--- src/verilog/agts_pkg.sv ---
package agts_pkg;

  // =====================================================
  // clock and serial timing
  localparam int CLK_HZ          = 100_000_000;
  localparam int CLK_PERIOD_NS   = 10;
  localparam int BPS_DEFAULT     = 1200;
  localparam int BPS_ALT         = 9600;
  localparam int UPDATE_PER_S    = 1;
  localparam int BAUD_DIV_DEFAULT = CLK_HZ / BPS_DEFAULT;
  localparam int BAUD_DIV_ALT     = CLK_HZ / BPS_ALT;
  localparam int UPDATE_DIV       = CLK_HZ / UPDATE_PER_S;
  localparam int CNT_W            = 32;

  // =====================================================
  // altitude code bit positions
  localparam int CODE_W  = 11;
  localparam int POS_D2  = 10;
  localparam int POS_B4  = 3;
  localparam int POS_C1  = 2;
  localparam int POS_C2  = 1;
  localparam int POS_C4  = 0;
  localparam int GRAY_W  = 8;
  localparam int ALT_OFFSET_100FT = 12;
  localparam int ALT_MAX_100FT    = 999;
  localparam logic [3:0] DISABLED_DIGIT = 4'h9;

  // =====================================================
  // messages
  localparam int LEN_DEFAULT = 17;
  localparam int LEN_ALT     = 10;
  localparam int IDX_W       = 5;
  localparam int SUM_LAST    = 13;
  localparam int FIFO_DEPTH  = 8;
  localparam int FIFO_W      = 9;
  localparam logic [7:0] CH_CR    = 8'h0D;
  localparam logic [7:0] CH_SP    = 8'h20;
  localparam logic [7:0] CH_HASH  = 8'h23;
  localparam logic [7:0] CH_PLUS  = 8'h2B;
  localparam logic [7:0] CH_MINUS = 8'h2D;
  localparam logic [7:0] CH_ZERO  = 8'h30;
  localparam logic [7:0] CH_A     = 8'h41;
  localparam logic [7:0] CH_L     = 8'h4C;
  localparam logic [7:0] CH_T     = 8'h54;
  localparam logic [7:0] CH_D     = 8'h44;
  localparam logic [7:0] CH_TEMP1 = 8'h32;
  localparam logic [7:0] CH_TEMP0 = 8'h35;

  typedef enum logic [1:0] {
    GEN_IDLE = 2'b00,
    GEN_SEND = 2'b01
  } agts_gen_type;

  typedef enum logic [1:0] {
    TX_IDLE  = 2'b00,
    TX_START = 2'b01,
    TX_DATA  = 2'b10,
    TX_STOP  = 2'b11
  } agts_tx_type;

endpackage

--- src/verilog/agts_fifo.sv ---
`timescale 1ns/1ps
`default_nettype none
module agts_fifo #(
  parameter int W     = 9,
  parameter int DEPTH = 8
) (
  input  wire logic         clk,       // clock
  input  wire logic         rst_n,     // async reset, low
  input  wire logic         in_valid,  // write request
  output logic              in_ready,  // space left
  input  wire logic [W-1:0] in_data,   // write word
  output logic              out_valid, // word available
  input  wire logic         out_ready, // read accept
  output logic [W-1:0]      out_data   // head word
);
  localparam int AW = $clog2(DEPTH);

  if (DEPTH < 2 || (1 << AW) != DEPTH) begin : g_bad
    $error("agts_fifo: DEPTH must be a power of two, at least 2");
  end

  logic [W-1:0] mem_q [DEPTH];
  logic [AW:0]  wr_q;
  logic [AW:0]  rd_q;
  logic         push;
  logic         pop;

  assign in_ready  = (wr_q - rd_q) != (AW + 1)'(DEPTH);
  assign out_valid = wr_q != rd_q;
  assign push      = in_valid && in_ready;
  assign pop       = out_valid && out_ready;
  assign out_data  = mem_q[rd_q[AW-1:0]];

  always_ff @(posedge clk) begin
    if (push) begin
      mem_q[wr_q[AW-1:0]] <= in_data;
    end
  end

  always_ff @(posedge clk or negedge rst_n) begin
    if (!rst_n) begin
      wr_q <= '0;
      rd_q <= '0;
    end else begin
      if (push) begin
        wr_q <= wr_q + 1'b1;
      end
      if (pop) begin
        rd_q <= rd_q + 1'b1;
      end
    end
  end

  chk_full_blocks: assert property (@(posedge clk)
    disable iff (!rst_n) (wr_q - rd_q) <= (AW + 1)'(DEPTH))
    else $error("fifo holds more words than its depth");

endmodule
`default_nettype wire

--- src/verilog/agts_top.sv ---
`timescale 1ns/1ps
`default_nettype none
module agts_top
  import agts_pkg::*;
#(
  parameter int BAUD_DIV_SLOW = agts_pkg::BAUD_DIV_DEFAULT,
  parameter int BAUD_DIV_FAST = agts_pkg::BAUD_DIV_ALT,
  parameter int UPDATE_CYCLES = agts_pkg::UPDATE_DIV
) (
  input  wire logic                      MCLK,       // 100 MHz clock
  input  wire logic                      RSTN,       // async reset, low
  input  wire logic [agts_pkg::CODE_W-1:0] ALT_CODE, // input code, 1 = set
  input  wire logic                      SRC_EN_N,   // source common, low = on
  input  wire logic                      PROTO_SEL,  // strap, 1 open, 0 ground
  input  wire logic                      STROBE_N,   // parallel enable, low = on
  output logic [agts_pkg::CODE_W-1:0]    PAR1_O,     // port 1 pin level driven
  output logic [agts_pkg::CODE_W-1:0]    PAR1_OE,    // port 1 sink enable
  output logic [agts_pkg::CODE_W-1:0]    PAR2_O,     // port 2 pin level driven
  output logic [agts_pkg::CODE_W-1:0]    PAR2_OE,    // port 2 sink enable
  output logic                           TXD1,       // serial out 1
  output logic                           TXD2        // serial out 2
);
  import agts_pkg::*;

  if (BAUD_DIV_SLOW < 2 || BAUD_DIV_FAST < 2 ||
      UPDATE_CYCLES < 2) begin : g_bad
    $error("agts_top: dividers must be at least 2");
  end

  // =====================================================
  // decode helpers
  function automatic logic [2:0] c_step(input logic [2:0] c);
    case (c)
      3'h1:    c_step = 3'h1;
      3'h3:    c_step = 3'h2;
      3'h2:    c_step = 3'h3;
      3'h6:    c_step = 3'h4;
      3'h4:    c_step = 3'h5;
      default: c_step = 3'h0;
    endcase
  endfunction

  function automatic logic [7:0] hex_ch(input logic [3:0] n);
    hex_ch = (n < 4'hA) ? CH_ZERO + {4'h0, n} : 8'h37 + {4'h0, n};
  endfunction

  // =====================================================
  // input capture and decode
  logic [CODE_W-1:0] code_q;
  logic              src_on_q;
  logic              valid_seen_q;
  logic [2:0]        cfield;
  logic [2:0]        cstep;
  logic [GRAY_W-1:0] gray;
  logic [GRAY_W-1:0] n500;
  logic              code_ok;
  int                h100;
  int                mag;
  logic              neg;
  logic [3:0]        dig2;
  logic [3:0]        dig1;
  logic [3:0]        dig0;

  always_ff @(posedge MCLK or negedge RSTN) begin
    if (!RSTN) begin
      code_q   <= '0;
      src_on_q <= 1'b0;
    end else begin
      code_q   <= ALT_CODE;
      src_on_q <= !SRC_EN_N;
    end
  end

  assign cfield  = {code_q[POS_C1], code_q[POS_C2], code_q[POS_C4]};
  assign cstep   = c_step(cfield);
  assign gray    = code_q[POS_D2:POS_B4];
  assign code_ok = src_on_q && (cstep != 3'h0);

  always_comb begin
    n500[GRAY_W-1] = gray[GRAY_W-1];
    for (int i = GRAY_W - 2; i >= 0; i--) begin
      n500[i] = n500[i+1] ^ gray[i];
    end
  end

  always_comb begin
    int c;
    c = int'(cstep);
    if (n500[0]) begin
      c = 6 - c;
    end
    h100 = int'(n500) * 5 + c - 1 - ALT_OFFSET_100FT;
    neg  = h100 < 0;
    mag  = neg ? -h100 : h100;
    if (mag > ALT_MAX_100FT) begin
      mag = ALT_MAX_100FT;
    end
    dig2 = 4'(mag / 100);
    dig1 = 4'((mag / 10) % 10);
    dig0 = 4'(mag % 10);
  end

  always_ff @(posedge MCLK or negedge RSTN) begin
    if (!RSTN) begin
      valid_seen_q <= 1'b0;
    end else if (code_ok) begin
      valid_seen_q <= 1'b1;
    end
  end

  // =====================================================
  // parallel repeat, open collector
  logic [CODE_W-1:0] par_oe;

  assign par_oe  = (valid_seen_q && !STROBE_N) ? code_q : '0;
  assign PAR1_O  = '0;
  assign PAR2_O  = '0;
  assign PAR1_OE = par_oe;
  assign PAR2_OE = par_oe;

  chk_par_strobe: assert property (@(posedge MCLK)
    disable iff (!RSTN) STROBE_N |-> (PAR1_OE == '0 && PAR2_OE == '0))
    else $error("parallel driven while strobe off");

  chk_par_follow: assert property (@(posedge MCLK)
    disable iff (!RSTN) (valid_seen_q && !STROBE_N && $past(RSTN))
      |-> (PAR1_OE == $past(ALT_CODE)))
    else $error("parallel output does not follow input");

  // =====================================================
  // message generator
  agts_gen_type      gen_q;
  logic [CNT_W-1:0]  upd_q;
  logic              tick;
  logic              mode_q;
  logic              neg_q;
  logic [3:0]        d2_q;
  logic [3:0]        d1_q;
  logic [3:0]        d0_q;
  logic [IDX_W-1:0]  idx_q;
  logic [7:0]        sum_q;
  logic [IDX_W-1:0]  last_idx;
  logic [7:0]        byte_d;
  logic              f_in_ready;
  logic              push;
  logic              start_ok;

  assign tick     = upd_q == CNT_W'(UPDATE_CYCLES - 1);
  assign last_idx = mode_q ? IDX_W'(LEN_DEFAULT - 1) : IDX_W'(LEN_ALT - 1);
  assign push     = (gen_q == GEN_SEND);
  assign start_ok = valid_seen_q && (!PROTO_SEL || code_ok);

  always_ff @(posedge MCLK or negedge RSTN) begin
    if (!RSTN) begin
      upd_q <= '0;
    end else if (tick) begin
      upd_q <= '0;
    end else begin
      upd_q <= upd_q + 1'b1;
    end
  end

  always_comb begin
    byte_d = CH_CR;
    if (mode_q) begin
      case (idx_q)
        5'h00:   byte_d = CH_HASH;
        5'h01:   byte_d = CH_A;
        5'h02:   byte_d = CH_L;
        5'h03:   byte_d = neg_q ? CH_MINUS : CH_PLUS;
        5'h04:   byte_d = CH_ZERO + {4'h0, d2_q};
        5'h05:   byte_d = CH_ZERO + {4'h0, d1_q};
        5'h06:   byte_d = CH_ZERO + {4'h0, d0_q};
        5'h07:   byte_d = CH_ZERO;
        5'h08:   byte_d = CH_ZERO;
        5'h09:   byte_d = CH_T;
        5'h0A:   byte_d = CH_PLUS;
        5'h0B:   byte_d = CH_TEMP1;
        5'h0C:   byte_d = CH_TEMP0;
        5'h0D:   byte_d = CH_D;
        5'h0E:   byte_d = hex_ch(sum_q[7:4]);
        5'h0F:   byte_d = hex_ch(sum_q[3:0]);
        default: byte_d = CH_CR;
      endcase
    end else begin
      case (idx_q)
        5'h00:   byte_d = CH_A;
        5'h01:   byte_d = CH_L;
        5'h02:   byte_d = CH_T;
        5'h03:   byte_d = CH_SP;
        5'h04:   byte_d = CH_ZERO + {4'h0, d2_q};
        5'h05:   byte_d = CH_ZERO + {4'h0, d1_q};
        5'h06:   byte_d = CH_ZERO + {4'h0, d0_q};
        5'h07:   byte_d = CH_ZERO;
        5'h08:   byte_d = CH_ZERO;
        default: byte_d = CH_CR;
      endcase
    end
  end

  always_ff @(posedge MCLK or negedge RSTN) begin
    if (!RSTN) begin
      gen_q  <= GEN_IDLE;
      mode_q <= 1'b1;
      neg_q  <= 1'b0;
      d2_q   <= '0;
      d1_q   <= '0;
      d0_q   <= '0;
      idx_q  <= '0;
      sum_q  <= '0;
    end else begin
      case (gen_q)
        GEN_IDLE: begin
          if (tick && start_ok) begin
            gen_q  <= GEN_SEND;
            mode_q <= PROTO_SEL;
            idx_q  <= '0;
            sum_q  <= '0;
            if (!code_ok) begin
              neg_q <= 1'b0;
              d2_q  <= DISABLED_DIGIT;
              d1_q  <= DISABLED_DIGIT;
              d0_q  <= DISABLED_DIGIT;
            end else begin
              neg_q <= neg;
              d2_q  <= dig2;
              d1_q  <= dig1;
              d0_q  <= dig0;
            end
          end
        end
        GEN_SEND: begin
          if (f_in_ready) begin
            if (idx_q <= IDX_W'(SUM_LAST)) begin
              sum_q <= sum_q + byte_d;
            end
            if (idx_q == last_idx) begin
              gen_q <= GEN_IDLE;
            end else begin
              idx_q <= idx_q + 1'b1;
            end
          end
        end
        default: gen_q <= GEN_IDLE;
      endcase
    end
  end

  chk_no_early_send: assert property (@(posedge MCLK)
    disable iff (!RSTN)
    !valid_seen_q |-> (gen_q == GEN_IDLE && TXD1 && TXD2))
    else $error("output before valid altitude");

  chk_disabled_value: assert property (@(posedge MCLK)
    disable iff (!RSTN)
    (gen_q == GEN_IDLE && tick && start_ok && !code_ok) |=>
      (!mode_q && d2_q == 4'h9 && d1_q == 4'h9 && d0_q == 4'h9))
    else $error("disabled source not reported as 99900");

  chk_msg_length: assert property (@(posedge MCLK)
    disable iff (!RSTN)
    (push && f_in_ready && byte_d == CH_CR) |->
      (idx_q == (mode_q ? 5'h10 : 5'h09)))
    else $error("message ends at wrong length");

  // =====================================================
  // character buffer
  logic              f_out_valid;
  logic              f_out_ready;
  logic [FIFO_W-1:0] f_out_data;

  agts_fifo #(
    .W     (FIFO_W),
    .DEPTH (FIFO_DEPTH)
  ) u_fifo (
    .clk       (MCLK),
    .rst_n     (RSTN),
    .in_valid  (push),
    .in_ready  (f_in_ready),
    .in_data   ({mode_q, byte_d}),
    .out_valid (f_out_valid),
    .out_ready (f_out_ready),
    .out_data  (f_out_data)
  );

  // =====================================================
  // serial transmitter
  agts_tx_type       tx_q;
  logic [CNT_W-1:0]  baud_q;
  logic [CNT_W-1:0]  div_q;
  logic [7:0]        sh_q;
  logic [2:0]        bit_q;
  logic              txd_q;
  logic              bit_end;

  assign bit_end     = baud_q == div_q - 1'b1;
  assign f_out_ready = (tx_q == TX_IDLE);

  always_ff @(posedge MCLK or negedge RSTN) begin
    if (!RSTN) begin
      tx_q   <= TX_IDLE;
      baud_q <= '0;
      div_q  <= CNT_W'(BAUD_DIV_SLOW);
      sh_q   <= '0;
      bit_q  <= '0;
      txd_q  <= 1'b1;
    end else begin
      baud_q <= bit_end ? '0 : baud_q + 1'b1;
      case (tx_q)
        TX_IDLE: begin
          txd_q  <= 1'b1;
          baud_q <= '0;
          if (f_out_valid) begin
            div_q <= f_out_data[8] ? CNT_W'(BAUD_DIV_SLOW)
                                   : CNT_W'(BAUD_DIV_FAST);
            sh_q  <= f_out_data[7:0];
            txd_q <= 1'b0;
            tx_q  <= TX_START;
          end
        end
        TX_START: begin
          if (bit_end) begin
            txd_q <= sh_q[0];
            sh_q  <= {1'b0, sh_q[7:1]};
            bit_q <= '0;
            tx_q  <= TX_DATA;
          end
        end
        TX_DATA: begin
          if (bit_end) begin
            if (bit_q == 3'h7) begin
              txd_q <= 1'b1;
              tx_q  <= TX_STOP;
            end else begin
              txd_q <= sh_q[0];
              sh_q  <= {1'b0, sh_q[7:1]};
              bit_q <= bit_q + 1'b1;
            end
          end
        end
        TX_STOP: begin
          if (bit_end) begin
            tx_q <= TX_IDLE;
          end
        end
        default: tx_q <= TX_IDLE;
      endcase
    end
  end

  assign TXD1 = txd_q;
  assign TXD2 = txd_q;

  chk_start_low: assert property (@(posedge MCLK) disable iff (!RSTN)
    (tx_q == TX_IDLE && f_out_valid) |=> (!TXD1 && tx_q == TX_START))
    else $error("start bit missing");

  chk_stop_mark: assert property (@(posedge MCLK) disable iff (!RSTN)
    (tx_q == TX_STOP || tx_q == TX_IDLE) |-> TXD1)
    else $error("stop or idle not at mark");

  chk_rate_mode: assert property (@(posedge MCLK) disable iff (!RSTN)
    (tx_q == TX_IDLE && f_out_valid) |=>
      (div_q == ($past(f_out_data[8]) ? BAUD_DIV_SLOW : BAUD_DIV_FAST)))
    else $error("bit time does not match protocol");

  chk_ports_equal: assert property (@(posedge MCLK)
    disable iff (!RSTN) (TXD1 == TXD2) && ($fell(TXD1) == $fell(TXD2)))
    else $error("serial ports differ");

endmodule
`default_nettype wire
--- config.mk ---
export PLATFORM = sky130hd
export DESIGN_NAME = agts_top
export DESIGN_NICKNAME = d
export VERILOG_FILES = /design/src/verilog/agts_pkg.sv /design/src/verilog/agts_fifo.sv /design/src/verilog/agts_top.sv
export SDC_FILE = /design/constraint.sdc
export NUM_CORES = 1
export LEC_CHECK = 0
export ABC_AREA = 1
export BUFFER_PORTS_ARGS = -buffer_cell sky130_fd_sc_hd__buf_4
export CORE_ASPECT_RATIO = 0.9
export CORE_MARGIN = 5
export CORE_UTILIZATION = 63
export DETAILED_ROUTE_END_ITERATION = 12
export PLACE_DENSITY = 0.82
export SYNTH_ARGS = -nofsm -noshare
export SYNTH_HDL_FRONTEND = slang
export SYNTH_SLANG_ARGS = --single-unit
--- constraint.sdc ---
create_clock -name MCLK -period 8.77 [get_ports MCLK]
set_input_delay 1.754 -clock MCLK [delete_from_list [all_inputs] [get_ports MCLK]]
set_output_delay 1.754 -clock MCLK [all_outputs]
set_load 0.05 [all_outputs]
======== After elaboration in Yosys (flattened, before gate mapping) ========
Memories as Yosys holds them, arrays and structs flattened.
Index checks and enable logic that the tools add are counted.
operators by class
  add/sub/neg operators ................... 21
  $mul .................................... 1
  divide/modulo/power cells ............... 4
  $lt $le $gt $ge ......................... 5
  equality and inequality tests ........... 41
  shifts and indexed selects .............. 0
  mux-type cells .......................... 54
  bitwise logic cells ..................... 7
  reduce and logical (&&, ||, !) cells .... 27
operators by type and width
  kind                     count
  $mux W32                 6
  $pmux W7 S15             1
  $add A32 B1 Y32 const B  2
  $mod A32 B5 Y32 const B  2
  $mux W8                  8
  $pmux W7 S8              1
  $add A6 B4 Y7 const A    7
  $eq A5 B4 Y1 const B     8
  $add A12 B32 Y32         1
  $div A32 B5 Y32 const B  1
  $div A32 B8 Y32 const B  1
  $eq A32 B27 Y1 const B   1
  $eq A32 B32 Y1           1
  $gt A32 B11 Y1 const B   1
  $lt A32 B1 Y1 const B    1
  $neg A32 Y32             1
  $sub A32 B1 Y32 const B  1
  $sub A32 B2 Y32 const B  1
  $sub A32 B5 Y32 const B  1
  $pmux W8 S3              1
  $eq A5 B3 Y1 const B     4
  $mux W5                  4
  $ne A2 B2 Y1 const B     10
  $mux W17                 1
  other kinds (46)         94
storage, ports and cells
  register bits after elaboration ......... 160
  latch bits .............................. 0
  bits in writable memories ............... 72
  ROM bits ................................ 0
  input bits .............................. 16
  memories ................................ 1
memories
  name          depth  width  read ports  clocked after memory_dff  write ports  line             RTL
  u_fifo.mem_q  8      9      1           0                         1            agts_fifo.sv:22  logic [W-1:0] mem_q [DEPTH];

======== Logic depth before layout (Yosys ltp) ========
Gate-level depths: netlist (run 1).
  depth in word-level cells ............... 18
  mapped depth ............................ 59

======== Hierarchy ========
From an unflattened synthesis (run 1), not the netlist that was laid out.
second synthesis, totals
  cells, all modules ...................... 1694
  area, all modules ....................... 13317.8 µm²
modules (own cells, without submodules)
  module     times used  cells an instance  area an instance (µm²)
  agts_top   1           1402               9940.8
  agts_fifo  1           292                3377.0

======== Worst setup path before layout (run 1) ========
OpenSTA, ideal clock, no wires.
  kind .................................... reg2reg
  start point ............................. register code_q[10]
  end point ............................... register d1_q[3]
  setup time .............................. 0.117 ns
  data arrival time ....................... 6.548 ns
  required time ........................... 8.653 ns
  setup slack ............................. 2.105 ns
  stages on the path, launching flop included .. 54
  clock period less this slack ............ 6.665 ns
  cell sequence ........................... dfrtp_1 -> inv_1 -> nor2_1 -> nor2_1 -> xor2_1 -> xor2_1 -> nor2_1 -> ha_1 -> inv_1 -> fa_1 -> o21ai_0 -> nand2_1 -> nand2_1 -> a22oi_1 -> xor2_1 -> ha_1 -> fa_1 -> inv_2 -> (+18 left out) -> nor2_2 -> nand2_2 -> nand2_2 -> o21ai_4 -> inv_2 -> nand2_1 -> nand2_2 -> nor2_2 -> nand2_1 -> a21oi_2 -> nand2_1 -> nand2_1 -> inv_1 -> ha_1 -> o21ai_1 -> nand3_1 -> o21ai_1 -> inv_1
between the ends
  word-level cells in the longest chain between the ends .. 18
  elaborated cells on any way between the ends .. 20
  those cells by class .................... add/sub: 4; mul: 1; div: 2; order compare: 2; mux: 4; bitwise: 7
ends and longest elaborated chain
  item                                           line                            RTL
  start, declared                                agts_top.sv:49                  logic [CODE_W-1:0] code_q;
  start signal, assigned                         agts_top.sv:66                  code_q <= '0;
  start signal, assigned                         agts_top.sv:69                  code_q <= ALT_CODE;
  $xor A1 B1 Y1 (7 in series)                    agts_top.sv:82                  n500[i] = n500[i+1] ^ gray[i];
  $mul A8 B3 Y11 or $mux W32 (tied branches)     agts_top.sv:92, agts_top.sv:89
  $add A12 B32 Y32 *                             agts_top.sv:92                  h100 = int'(n500) * 5 + c - 1 - ALT_OFFSET_100FT;
  $sub A32 B2 Y32 *                              agts_top.sv:92
  $sub A32 B5 Y32 *                              agts_top.sv:92
  $neg A32 Y32 or $lt A32 B1 Y1 (tied branches)  agts_top.sv:94, agts_top.sv:93
  $mux W32 *                                     agts_top.sv:94                  mag = neg ? -h100 : h100;
  $gt A32 B11 Y1                                 agts_top.sv:95                  if (mag > ALT_MAX_100FT) begin
  $mux W32 *                                     agts_top.sv:95
  $div A32 B5 Y32 *                              agts_top.sv:99                  dig1 = 4'((mag / 10) % 10);
  $mod A32 B5 Y32 *                              agts_top.sv:99
  $mux W4 *                                      agts_top.sv:219                 if (!code_ok) begin
  end signal, assigned                           agts_top.sv:227                 d1_q <= dig1;
  end, declared                                  agts_top.sv:138                 logic [3:0] d1_q;
Every way passes the cells marked *; elsewhere a longest branch is shown, timed or not.
A chain may end at the register's enable or synchronous reset.

======== Worst setup path after layout (run 1) ========
Same ends and word-level chain as after synthesis.

==> flow_metrics.env, run 1 <==
export IMPL_yosysWarnings=0
export IMPL_synth_area_um2=12840
export IMPL_final_setup_worst_slack_ns=1.055
export IMPL_yosysTopAreaCell="dfrtp_1"
export IMPL_synth_common_cells="nand2_1, inv_1, nor2_1"
export IMPL_async_reset_ff_frac=0.6667
export IMPL_period_share=0.8797
export IMPL_die_height_um=145.4
export IMPL_synth_cell_types=69
export IMPL_routed_wl_met2_um=13690
export IMPL_synth_top_area_share=0.2437
export IMPL_die_x_um=160.5
export IMPL_drtIter0Drc=886
export IMPL_layout_drive_gt1_share=0.1063
export IMPL_drv_cap=0
export IMPL_routedWlPerCell_um=14.46
export IMPL_placed_area_um2=13220
export IMPL_cts_buffer_depth=2
export IMPL_cts_resized=0
export IMPL_vias=10830
export IMPL_synth_compound_area_share=0.1123
export IMPL_cp_required_ns=9.10
export IMPL_routed_wl_um=28040
export IMPL_synth_avg_cell_area_um2=7.822
export IMPL_cts_made_buffers=17
export IMPL_synth_top_family_by_area="simple AND/OR/NAND/NOR gates"
export IMPL_grt_pass1_wl_um=47750
export IMPL_cts_sink_count=192
export IMPL_num_antenna_cells=0
export IMPL_gp_congestion=0.9080
export IMPL_design_die_area_um2=23330
export IMPL_htreeDepth=4
export IMPL_final_setup_viol_count=0
export IMPL_ir_drop_uv=207.2
export IMPL_p_per_area_nw_per_um2=228.4
export IMPL_worstPathMaxFanout=17
export IMPL_gr_usage_all_layers=0.2412
export IMPL_p_int_mw=1.828
export IMPL_highest_layer="met4"
export IMPL_hpwl_um=20250
export IMPL_synthMuxAreaShare=0
export IMPL_worstMarginPinSlew_ns=1.245
export IMPL_nets=1753
export IMPL_grt_max_degree=75
export IMPL_synth_area_leaders="dfrtp_1, edfxtp_1, nand2_1, inv_1, nor2_1"
export IMPL_slew_headroom=0.1614
export IMPL_outcome="finished, final reports clean"
export IMPL_grt_pass1_vias=10260
export IMPL_finClkSkew_ns=0.01550
export IMPL_wl_met3_um=1501
export IMPL_drv_slew=0
export IMPL_syn_to_final_growth_pct=7.720
export IMPL_first_pass_iters=5
export IMPL_hold_viol=0
export IMPL_clkTransAtPathRegs_ns=0.08
export IMPL_synth_fa_ha_area_frac=0.06667
export IMPL_max_stage_delay_ns=0.54
export IMPL_final_design_area_no_fill_um2=13830
export IMPL_drc=0
export IMPL_max_freq_mhz=129.6
export IMPL_end_kind="flop"
export IMPL_grt_overflow_total=0
export IMPL_synth_edf_count=64
export IMPL_ys_seq_elements=192
export IMPL_syn_inst=1641
export IMPL_place_ws_ns=1.147
export IMPL_p_sw_frac=0.4214
export IMPL_seq_power_share=0.293
export IMPL_tns_ns=0
export IMPL_core_area_um2=19990
export IMPL_hold_buffers=0
export IMPL_period_minus_slack_ns=7.715
export IMPL_grt_antenna_before_repair=0
export IMPL_p_leak_nw=6.585
export IMPL_slowest_stage="fa_1"
export IMPL_yosys_area_share_simple=0.2745
export IMPL_post_synth_top_count_cell="nand2_1"
export IMPL_rsz0062_at_grt="false"
export IMPL_synth_main_ff_cell="dfrtp_1"
export IMPL_cts_tree="done"
export IMPL_critPathArrivalTime_ns=8.04
export IMPL_drt_vias_per_instance=5.583
export IMPL_met1_length_um=12480
export IMPL_power_frac_comb=0.450
export IMPL_antenna_left=0
export IMPL_clk_insertion_delay_late_ns=0.44
export IMPL_post_cts_setup_buffers=0
export IMPL_synth_xor_area_share=0.04357
export IMPL_worstSetupStartpointType="flop"
export IMPL_critical_path_class="reg -> reg"
export IMPL_root_buffer="clkbuf_16"
export IMPL_io_buffers=39
export IMPL_start_util=0.6422
export IMPL_hp_class="reg -> reg"
export IMPL_power_frac_clock=0.257
export IMPL_rows=49
export IMPL_io_pins=62
export IMPL_p_sw_mw=1.331
export IMPL_ys_seq_area_frac=0.3996
[through the flow]
step	util	hold WS (ns)	power (mW)	std cells
finish	0.6918	0.4625	3.159	1939
global route	0.6918	0.4929	3.394	1939
CTS	0.6918	0.4655	3.161	1939
detailed placement	0.6616	0.4493	2.345	1907
global placement	0.6616	0.4432	2.301	1907
floorplan	-	0.4251	2.134	1671
[worst max-delay path: cells and delay by family, from the launching register on]
family / cells / cell delay, ns
buffers and inverters: 6 / 0.38
xor gates and xnor gates: 3 / 0.70
DFF: 1 / 0.44
AOI/OAI and AO/OA: 9 / 1.63
adders and majority gates: 5 / 1.49
and+or+nand+nor: 27 / 2.95
[metal layers]
layer  track usage  vias up
met5             0        -
met4       0.06237        0
met3       0.03795       34
met2        0.4078      308
met1        0.3264     5075
li1              -     5408
[layout by cell type, fill, tap and decap left out, types with 4 or more instances in the layout]
| cell | n |
|---|---|
| o22ai_1 | 13 |
| nand3_1 | 101 |
| inv_1 | 228 |
| nand2_2 | 30 |
| o211ai_1 | 7 |
| nand2_4 | 11 |
| nor3_1 | 37 |
| nand3_2 | 10 |
| conb_1 | 32 |
| nand4_1 | 31 |
| nor2_2 | 11 |
| a31oi_1 | 10 |
| inv_2 | 17 |
| dfrtp_1 | 125 |
| o21ai_1 | 9 |
| a21oi_1 | 61 |
| nand2_1 | 273 |
| ha_1 | 62 |
| xnor2_1 | 20 |
| clkbuf_16 | 17 |
| buf_4 | 41 |
| inv_4 | 4 |
| xor2_1 | 42 |
| fa_1 | 4 |
| a221oi_1 | 4 |
| o21bai_1 | 5 |
| o21ai_0 | 92 |
| nor2_1 | 217 |
| inv_6 | 4 |
| nor4_1 | 23 |
| or2_2 | 4 |
| o21a_1 | 11 |
| edfxtp_1 | 64 |
[final timing paths]
check,start,to,slack [ns],cells past startpoint
worst max-delay path,code_q[10]$_DFF_PN0_,d1_q[3]$_DFFE_PN0P_,1.06,50
worst min register to register,upd_q[0]$_DFF_PN0_,upd_q[0]$_DFF_PN0_,0.46,1
worst max register to register,code_q[10]$_DFF_PN0_,d1_q[3]$_DFFE_PN0P_,1.06,50
worst min-delay path,upd_q[0]$_DFF_PN0_,upd_q[0]$_DFF_PN0_,0.46,1
max in group asynchronous,RSTN,code_q[1]$_DFF_PN0_,6.15,2
min in group asynchronous,RSTN,baud_q[4]$_DFF_PN0_,1.27,1
[sequential cells by signal, summed over array words and instances (netlist names), 3 cells and up]
signal / cells
u_fifo.mem_q: 64
baud_q: 32
upd_q: 32
code_q: 11
sum_q: 8
sh_q: 7
idx_q: 5
d0_q: 4
d1_q: 4
d2_q: 4
u_fifo.rd_q: 4
u_fifo.wr_q: 4
bit_q: 3
[layout make-up]
cell class	count	area, µm²
multi-input combinational	1167	6505
fill	1620	6160
sequential	192	5129
inverter	251	952.2
clock buffer	19	432.9
timing repair buffer	42	319.1
tap	255	319.1
clock inverter	13	170.2
[power groups by stage]
stage	Clock (mW)	Combinational [mW]	Sequential, mW
2_1_floorplan	0	1.19	0.944
3_3_place_gp	0	1.36	0.945
3_5_place_dp	0	1.40	0.945
4_1_cts	0.819	1.41	0.927
5_1_grt	0.866	1.60	0.927
6_report	0.812	1.42	0.927
[kinds of logic (layout without fill, tap and decap cells)]
family	count (synthesis)	in the layout
AOI/OAI and AO/OA	242	242
and+or+nand+nor	764	764
DFF	192	192
adders and majority gates	66	66
xor gates and xnor gates	63	63
buffers and inverters	312	325
other	2	32
Power figures use the tool's default switching activity.
==> run 2: changes to the inputs <==
--- a/config.mk
+++ b/config.mk
@@ -8,7 +8,7 @@
 export ABC_AREA = 1
 export BUFFER_PORTS_ARGS = -buffer_cell sky130_fd_sc_hd__buf_4
 export CORE_ASPECT_RATIO = 0.9
-export CORE_MARGIN = 5
+export CORE_MARGIN = 2
 export CORE_UTILIZATION = 63
 export DETAILED_ROUTE_END_ITERATION = 12
 export PLACE_DENSITY = 0.82
==> run 2 against run 1 <==
Effect of this change:
- sequential power is essentially flat
- clock skew increased by 0.0033 ns
- via count shrank 0.25%
- critical path type unchanged
- flip-flop and latch count stayed put
- non-clock buffer count rose by 1
- critical path depth did not move
- hold slack better by 0.0066 ns
- core utilization grew 0.10 points
- routed wire length shrank 0.43%
- maximum frequency fell by 1.3%
- global-route usage increased by 2.4 points
==> flow_metrics.env, run 2 (synthesized netlist as in run 1, its figures left out) <==
export IMPL_gr_usage_all_layers=0.2649
export IMPL_root_buffer="clkbuf_16"
export IMPL_num_antenna_cells=0
export IMPL_io_pins=62
export IMPL_start_util=0.6422
export IMPL_core_area_um2=19990
export IMPL_fin_cells=1940
export IMPL_drv_slew=0
export IMPL_worstMarginPinSlew_ns=1.109
export IMPL_layout_common_cells="nand2_1, inv_1, nor2_1"
export IMPL_cts_sink_count=192
export IMPL_busiest_layer="met2"
export IMPL_grt_pass1_vias=10210
export IMPL_worstPathMaxFanout=17
export IMPL_finClkSkew_ns=0.01882
export IMPL_rsz0062_at_grt="false"
export IMPL_vias=10800
export IMPL_tns_ns=0
export IMPL_post_place_cells=1908
export IMPL_use_met3=0.04235
export IMPL_critPathArrivalTime_ns=8.15
export IMPL_die_height_um=139.4
export IMPL_cts_buffer_depth=2
export IMPL_p_per_area_nw_per_um2=229.5
export IMPL_ir_drop_uv=202.4
export IMPL_syn_to_final_growth_pct=7.876
export IMPL_final_setup_viol_count=0
export IMPL_worstSetupStartpointType="flop"
export IMPL_period_share=0.8910
export IMPL_hold_viol=0
export IMPL_outcome="finished, final reports clean"
export IMPL_grt_max_degree=70
export IMPL_rows=49
export IMPL_end_kind="flop"
export IMPL_routedWlPerCell_um=14.39
export IMPL_gp_congestion=0.9264
export IMPL_grt_pass1_wl_um=47110
export IMPL_grt_antenna_before_repair=0
export IMPL_period_minus_slack_ns=7.814
export IMPL_drc=0
export IMPL_post_cts_setup_buffers=0
export IMPL_max_stage_delay_ns=0.56
export IMPL_cp_required_ns=9.11
export IMPL_largest_reg_flops=64
export IMPL_htreeDepth=4
export IMPL_grtUsageMet1=0.3589
export IMPL_final_common_cell="nand2_1"
export IMPL_max_freq_mhz=128.0
export IMPL_critical_path_class="reg -> reg"
export IMPL_antenna_left=0
export IMPL_grt_overflow_total=0
export IMPL_routed_wl_um=27920
export IMPL_clkTransAtPathRegs_ns=0.08
export IMPL_drtIter0Drc=767
export IMPL_io_buffers=39
export IMPL_hp_class="reg -> reg"
export IMPL_hold_buffers=0
export IMPL_first_pass_iters=6
export IMPL_layout_drive_gt1_share=0.1086
export IMPL_slowest_stage="fa_1"
export IMPL_drt_vias_per_instance=5.566
export IMPL_drv_cap=0
export IMPL_hpwl_um=20280
export IMPL_design_die_area_um2=21530
export IMPL_gr_usage_met2=0.4453
export IMPL_p_leak_nw=6.589
export IMPL_cts_tree="done"
export IMPL_die_x_um=154.5
export IMPL_slew_headroom=0.2528
export IMPL_nets=1754
export IMPL_clk_insertion_delay_late_ns=0.45
export IMPL_cts_made_buffers=17
export IMPL_cts_resized=0
==> run 2: cell count changes in the layout (fill, tap and decap cells not counted), sizes merged <==
cell      change
clkinvlp      +1
bufinv        -2
clkbuf        -2
buf           +1
inv           +3
==> run 2: power by group <==
| part | switching, mW | internal [mW] | total, mW |
|---|---|---|---|
| logic | 0.967 | 0.472 | 1.44 |
| clock network | 0.418 | 0.395 | 0.812 |
| registers | 0.00327 | 0.923 | 0.927 |
==> run 2: area by class of cell <==
| class | instances | area [µm²] |
|---|---|---|
| inverters | 251 | 952.2 |
| repair buffers | 43 | 326.6 |
| flip-flops and latches | 192 | 5129 |
| clock buffers | 17 | 425.4 |
| clock inverters | 15 | 190.2 |
| fillers | 1610 | 6140 |
| multi-input cells | 1167 | 6505 |
| well taps | 255 | 319.1 |
==> run 2: worst max-delay path: cells and delay by family, from the launching register on <==
kind / cells / cell delay [ns]
AOI/OAI and AO/OA: 9 / 1.64
DFF: 1 / 0.44
and+or+nand+nor: 27 / 3.01
xor gates and xnor gates: 3 / 0.69
buffers and inverters: 6 / 0.38
adders and majority gates: 5 / 1.54
==> run 2: final timing paths <==
check | depth (start not counted) | slack (ns) | from | to
worst min register to register | 2 | 0.47 | valid_seen_q$_DFFE_PN0P_ | valid_seen_q$_DFFE_PN0P_
worst max register to register | 50 | 0.96 | code_q[10]$_DFF_PN0_ | d1_q[3]$_DFFE_PN0P_
max in group asynchronous | 2 | 6.22 | RSTN | upd_q[29]$_DFF_PN0_
worst min-delay path | 2 | 0.47 | valid_seen_q$_DFFE_PN0P_ | valid_seen_q$_DFFE_PN0P_
min in group asynchronous | 1 | 1.28 | RSTN | baud_q[25]$_DFF_PN0_
worst max-delay path | 50 | 0.96 | code_q[10]$_DFF_PN0_ | d1_q[3]$_DFFE_PN0P_
==> run 2: per-layer routing <==
| layer | routed length [µm] | vias up | share of wire |
|---|---|---|---|
| met5 | 0 | - | 0 |
| met4 | 396 | 0 | 0.014 |
| met3 | 1543 | 34 | 0.055 |
| met2 | 13180 | 343 | 0.47 |
| met1 | 12790 | 5020 | 0.46 |
| li1 | - | 5401 | - |
==> run 2: stage by stage <==
step / setup slack [ns] / utilization / area (µm²) / hold slack [ns] / total power, mW
after detailed placement: 1.120 / 0.6620 / 13230 / 0.4540 / 2.362
after floorplan: 2.105 / - / 12950 / 0.4251 / 2.134
after global placement: 1.492 / 0.6620 / 13230 / 0.4426 / 2.302
after global routing: 0.1592 / 0.6928 / 13850 / 0.4999 / 3.411
final: 0.9563 / 0.6928 / 13850 / 0.4692 / 3.178
after CTS: 1.091 / 0.6928 / 13850 / 0.4729 / 3.173
==> run 3: changes to the inputs <==
--- a/config.mk
+++ b/config.mk
@@ -11,7 +11,7 @@
 export CORE_MARGIN = 2
 export CORE_UTILIZATION = 63
 export DETAILED_ROUTE_END_ITERATION = 12
-export PLACE_DENSITY = 0.82
+export PLACE_DENSITY = 0.8
 export SYNTH_ARGS = -nofsm -noshare
 export SYNTH_HDL_FRONTEND = slang
 export SYNTH_SLANG_ARGS = --single-unit
==> run 3 against run 2 <==
Effect of this change:
- non-clock buffer count is the same
- clock-buffer cell count is the same
- routed wire length shrank 3.5%
- clock power grew 1%
- critical endpoint is now d1_q[2]$_DFFE_PN0P_
==> flow_metrics.env, run 3 (synthesized netlist as in run 1, its figures left out) <==
export IMPL_outcome="finished, final reports clean"
export IMPL_cts_tree="done"
export IMPL_ir_drop_uv=217.2
export IMPL_post_cts_setup_buffers=0
export IMPL_cts_made_buffers=17
export IMPL_slew_headroom=0.2474
export IMPL_layout_drive_gt1_share=0.1086
export IMPL_clkTransAtPathRegs_ns=0.08
export IMPL_cts_resized=0
export IMPL_critical_path_class="reg -> reg"
export IMPL_p_per_area_nw_per_um2=228.9
export IMPL_routedWlPerCell_um=13.89
export IMPL_wl_met3_um=1393
export IMPL_drtIter0Drc=705
export IMPL_cp_top_family="simple AND/OR/NAND/NOR gates"
export IMPL_met1_length_um=12350
export IMPL_critPathArrivalTime_ns=8.09
export IMPL_worstMarginPinSlew_ns=1.117
export IMPL_drv_slew=0
export IMPL_core_area_um2=19990
export IMPL_cts_sink_count=192
export IMPL_cts_buffer_depth=2
export IMPL_finClkSkew_ns=0.01702
export IMPL_hp_class="reg -> reg"
export IMPL_layout_common_cells="nand2_1, inv_1, nor2_1"
export IMPL_slowest_stage="fa_1"
export IMPL_first_pass_iters=6
export IMPL_clk_insertion_delay_late_ns=0.45
export IMPL_hold_buffers=0
export IMPL_antenna_left=0
export IMPL_io_buffers=39
export IMPL_worstHoldStart="upd_q[0]$_DFF_PN0_"
export IMPL_grt_antenna_before_repair=0
export IMPL_place_ws_ns=1.222
export IMPL_grt_max_degree=77
export IMPL_gr_usage_all_layers=0.2576
export IMPL_root_buffer="clkbuf_16"
export IMPL_final_common_cell="nand2_1"
export IMPL_final_setup_worst_slack_ns=1.049
export IMPL_routed_wl_um=26950
export IMPL_grt_pass1_vias=9885
export IMPL_grt_pass1_wl_um=45770
export IMPL_num_antenna_cells=0
export IMPL_critPathLaunch="code_q[10]$_DFF_PN0_"
export IMPL_gp_congestion=0.9219
export IMPL_final_setup_viol_count=0
export IMPL_htreeDepth=4
export IMPL_nets=1754
export IMPL_highest_layer="met4"
export IMPL_r2r_start="code_q[10]$_DFF_PN0_"
export IMPL_seq_area_um2=5129
export IMPL_vias=10750
export IMPL_hpwl_um=19520
export IMPL_drv_cap=0
export IMPL_worstPathMaxFanout=17
export IMPL_drc=0
export IMPL_tns_ns=0
export IMPL_max_stage_delay_ns=0.54
export IMPL_routed_wl_met2_um=12750
export IMPL_die_height_um=139.4
export IMPL_io_pins=62
export IMPL_rows=49
export IMPL_die_x_um=154.5
export IMPL_period_minus_slack_ns=7.721
export IMPL_end_kind="flop"
export IMPL_cp_required_ns=9.14
export IMPL_nFillCells=1563
export IMPL_syn_to_final_growth_pct=7.964
export IMPL_worstSetupStartpointType="flop"
export IMPL_cp_buffers_inverters=5
export IMPL_design_die_area_um2=21530
export IMPL_period_share=0.8804
export IMPL_grt_overflow_total=0
export IMPL_start_util=0.6422
export IMPL_rsz0062_at_grt="false"
export IMPL_largest_reg_flops=64
export IMPL_max_freq_mhz=129.5
export IMPL_p_leak_nw=6.599
export IMPL_hold_viol=0
export IMPL_multiInputGateArea_um2=6505
export IMPL_drt_vias_per_instance=5.539
==> run 3: cell count changes in the layout (fill, tap and decap cells not counted), sizes merged <==
cell	change
bufinv	+1
clkinv	+2
clkinvlp	-1
inv	-2
==> run 3: per-layer routing <==
metal	vias up	global-route usage
met2	290	0.4258
met5	-	0
met1	5000	0.3581
met3	45	0.03893
li1	5411	-
met4	0	0.06774
==> run 3: final timing paths <==
check                                  endpoint  slack, ns  cells after the start
max                         d1_q[2]$_DFFE_PN0P_       1.05                     49
min                          upd_q[0]$_DFF_PN0_       0.46                      1
max reg2reg                 d1_q[2]$_DFFE_PN0P_       1.05                     49
min reg2reg                  upd_q[0]$_DFF_PN0_       0.46                      1
max in group asynchronous  sum_q[2]$_DFFE_PN0P_       6.16                      2
min in group asynchronous   baud_q[5]$_DFF_PN0_       1.26                      1
==> run 3: per-stage QoR <==
step | hold slack, ns | instance area [µm²] | power (mW) | instances | util
after floorplan | 0.4251 | 12950 | 2.134 | 1671 | -
after global placement | 0.4443 | 13230 | 2.302 | 1908 | 0.6620
after detailed placement | 0.4486 | 13230 | 2.338 | 1908 | 0.6620
after CTS | 0.4590 | 13860 | 3.171 | 1940 | 0.6934
after global routing | 0.4760 | 13860 | 3.418 | 1940 | 0.6934
final | 0.4583 | 13860 | 3.172 | 1940 | 0.6934
==> run 3: report_power, final <==
part | total [mW] | internal, mW | switching [mW]
Sequential | 0.926 | 0.923 | 0.00327
Combinational | 1.43 | 0.473 | 0.953
Clock | 0.820 | 0.417 | 0.402
Total | 3.17 | 1.81 | 1.36
==> run 3: final cells by class <==
type,instances,area share
Clock buffer,17,0.03070
Clock inverter,15,0.01454
Inverter,251,0.06871
Multi-Input combinational cell,1167,0.4694
Sequential cell,192,0.3701
Tap cell,255,0.02302
Timing Repair Buffer,43,0.02356
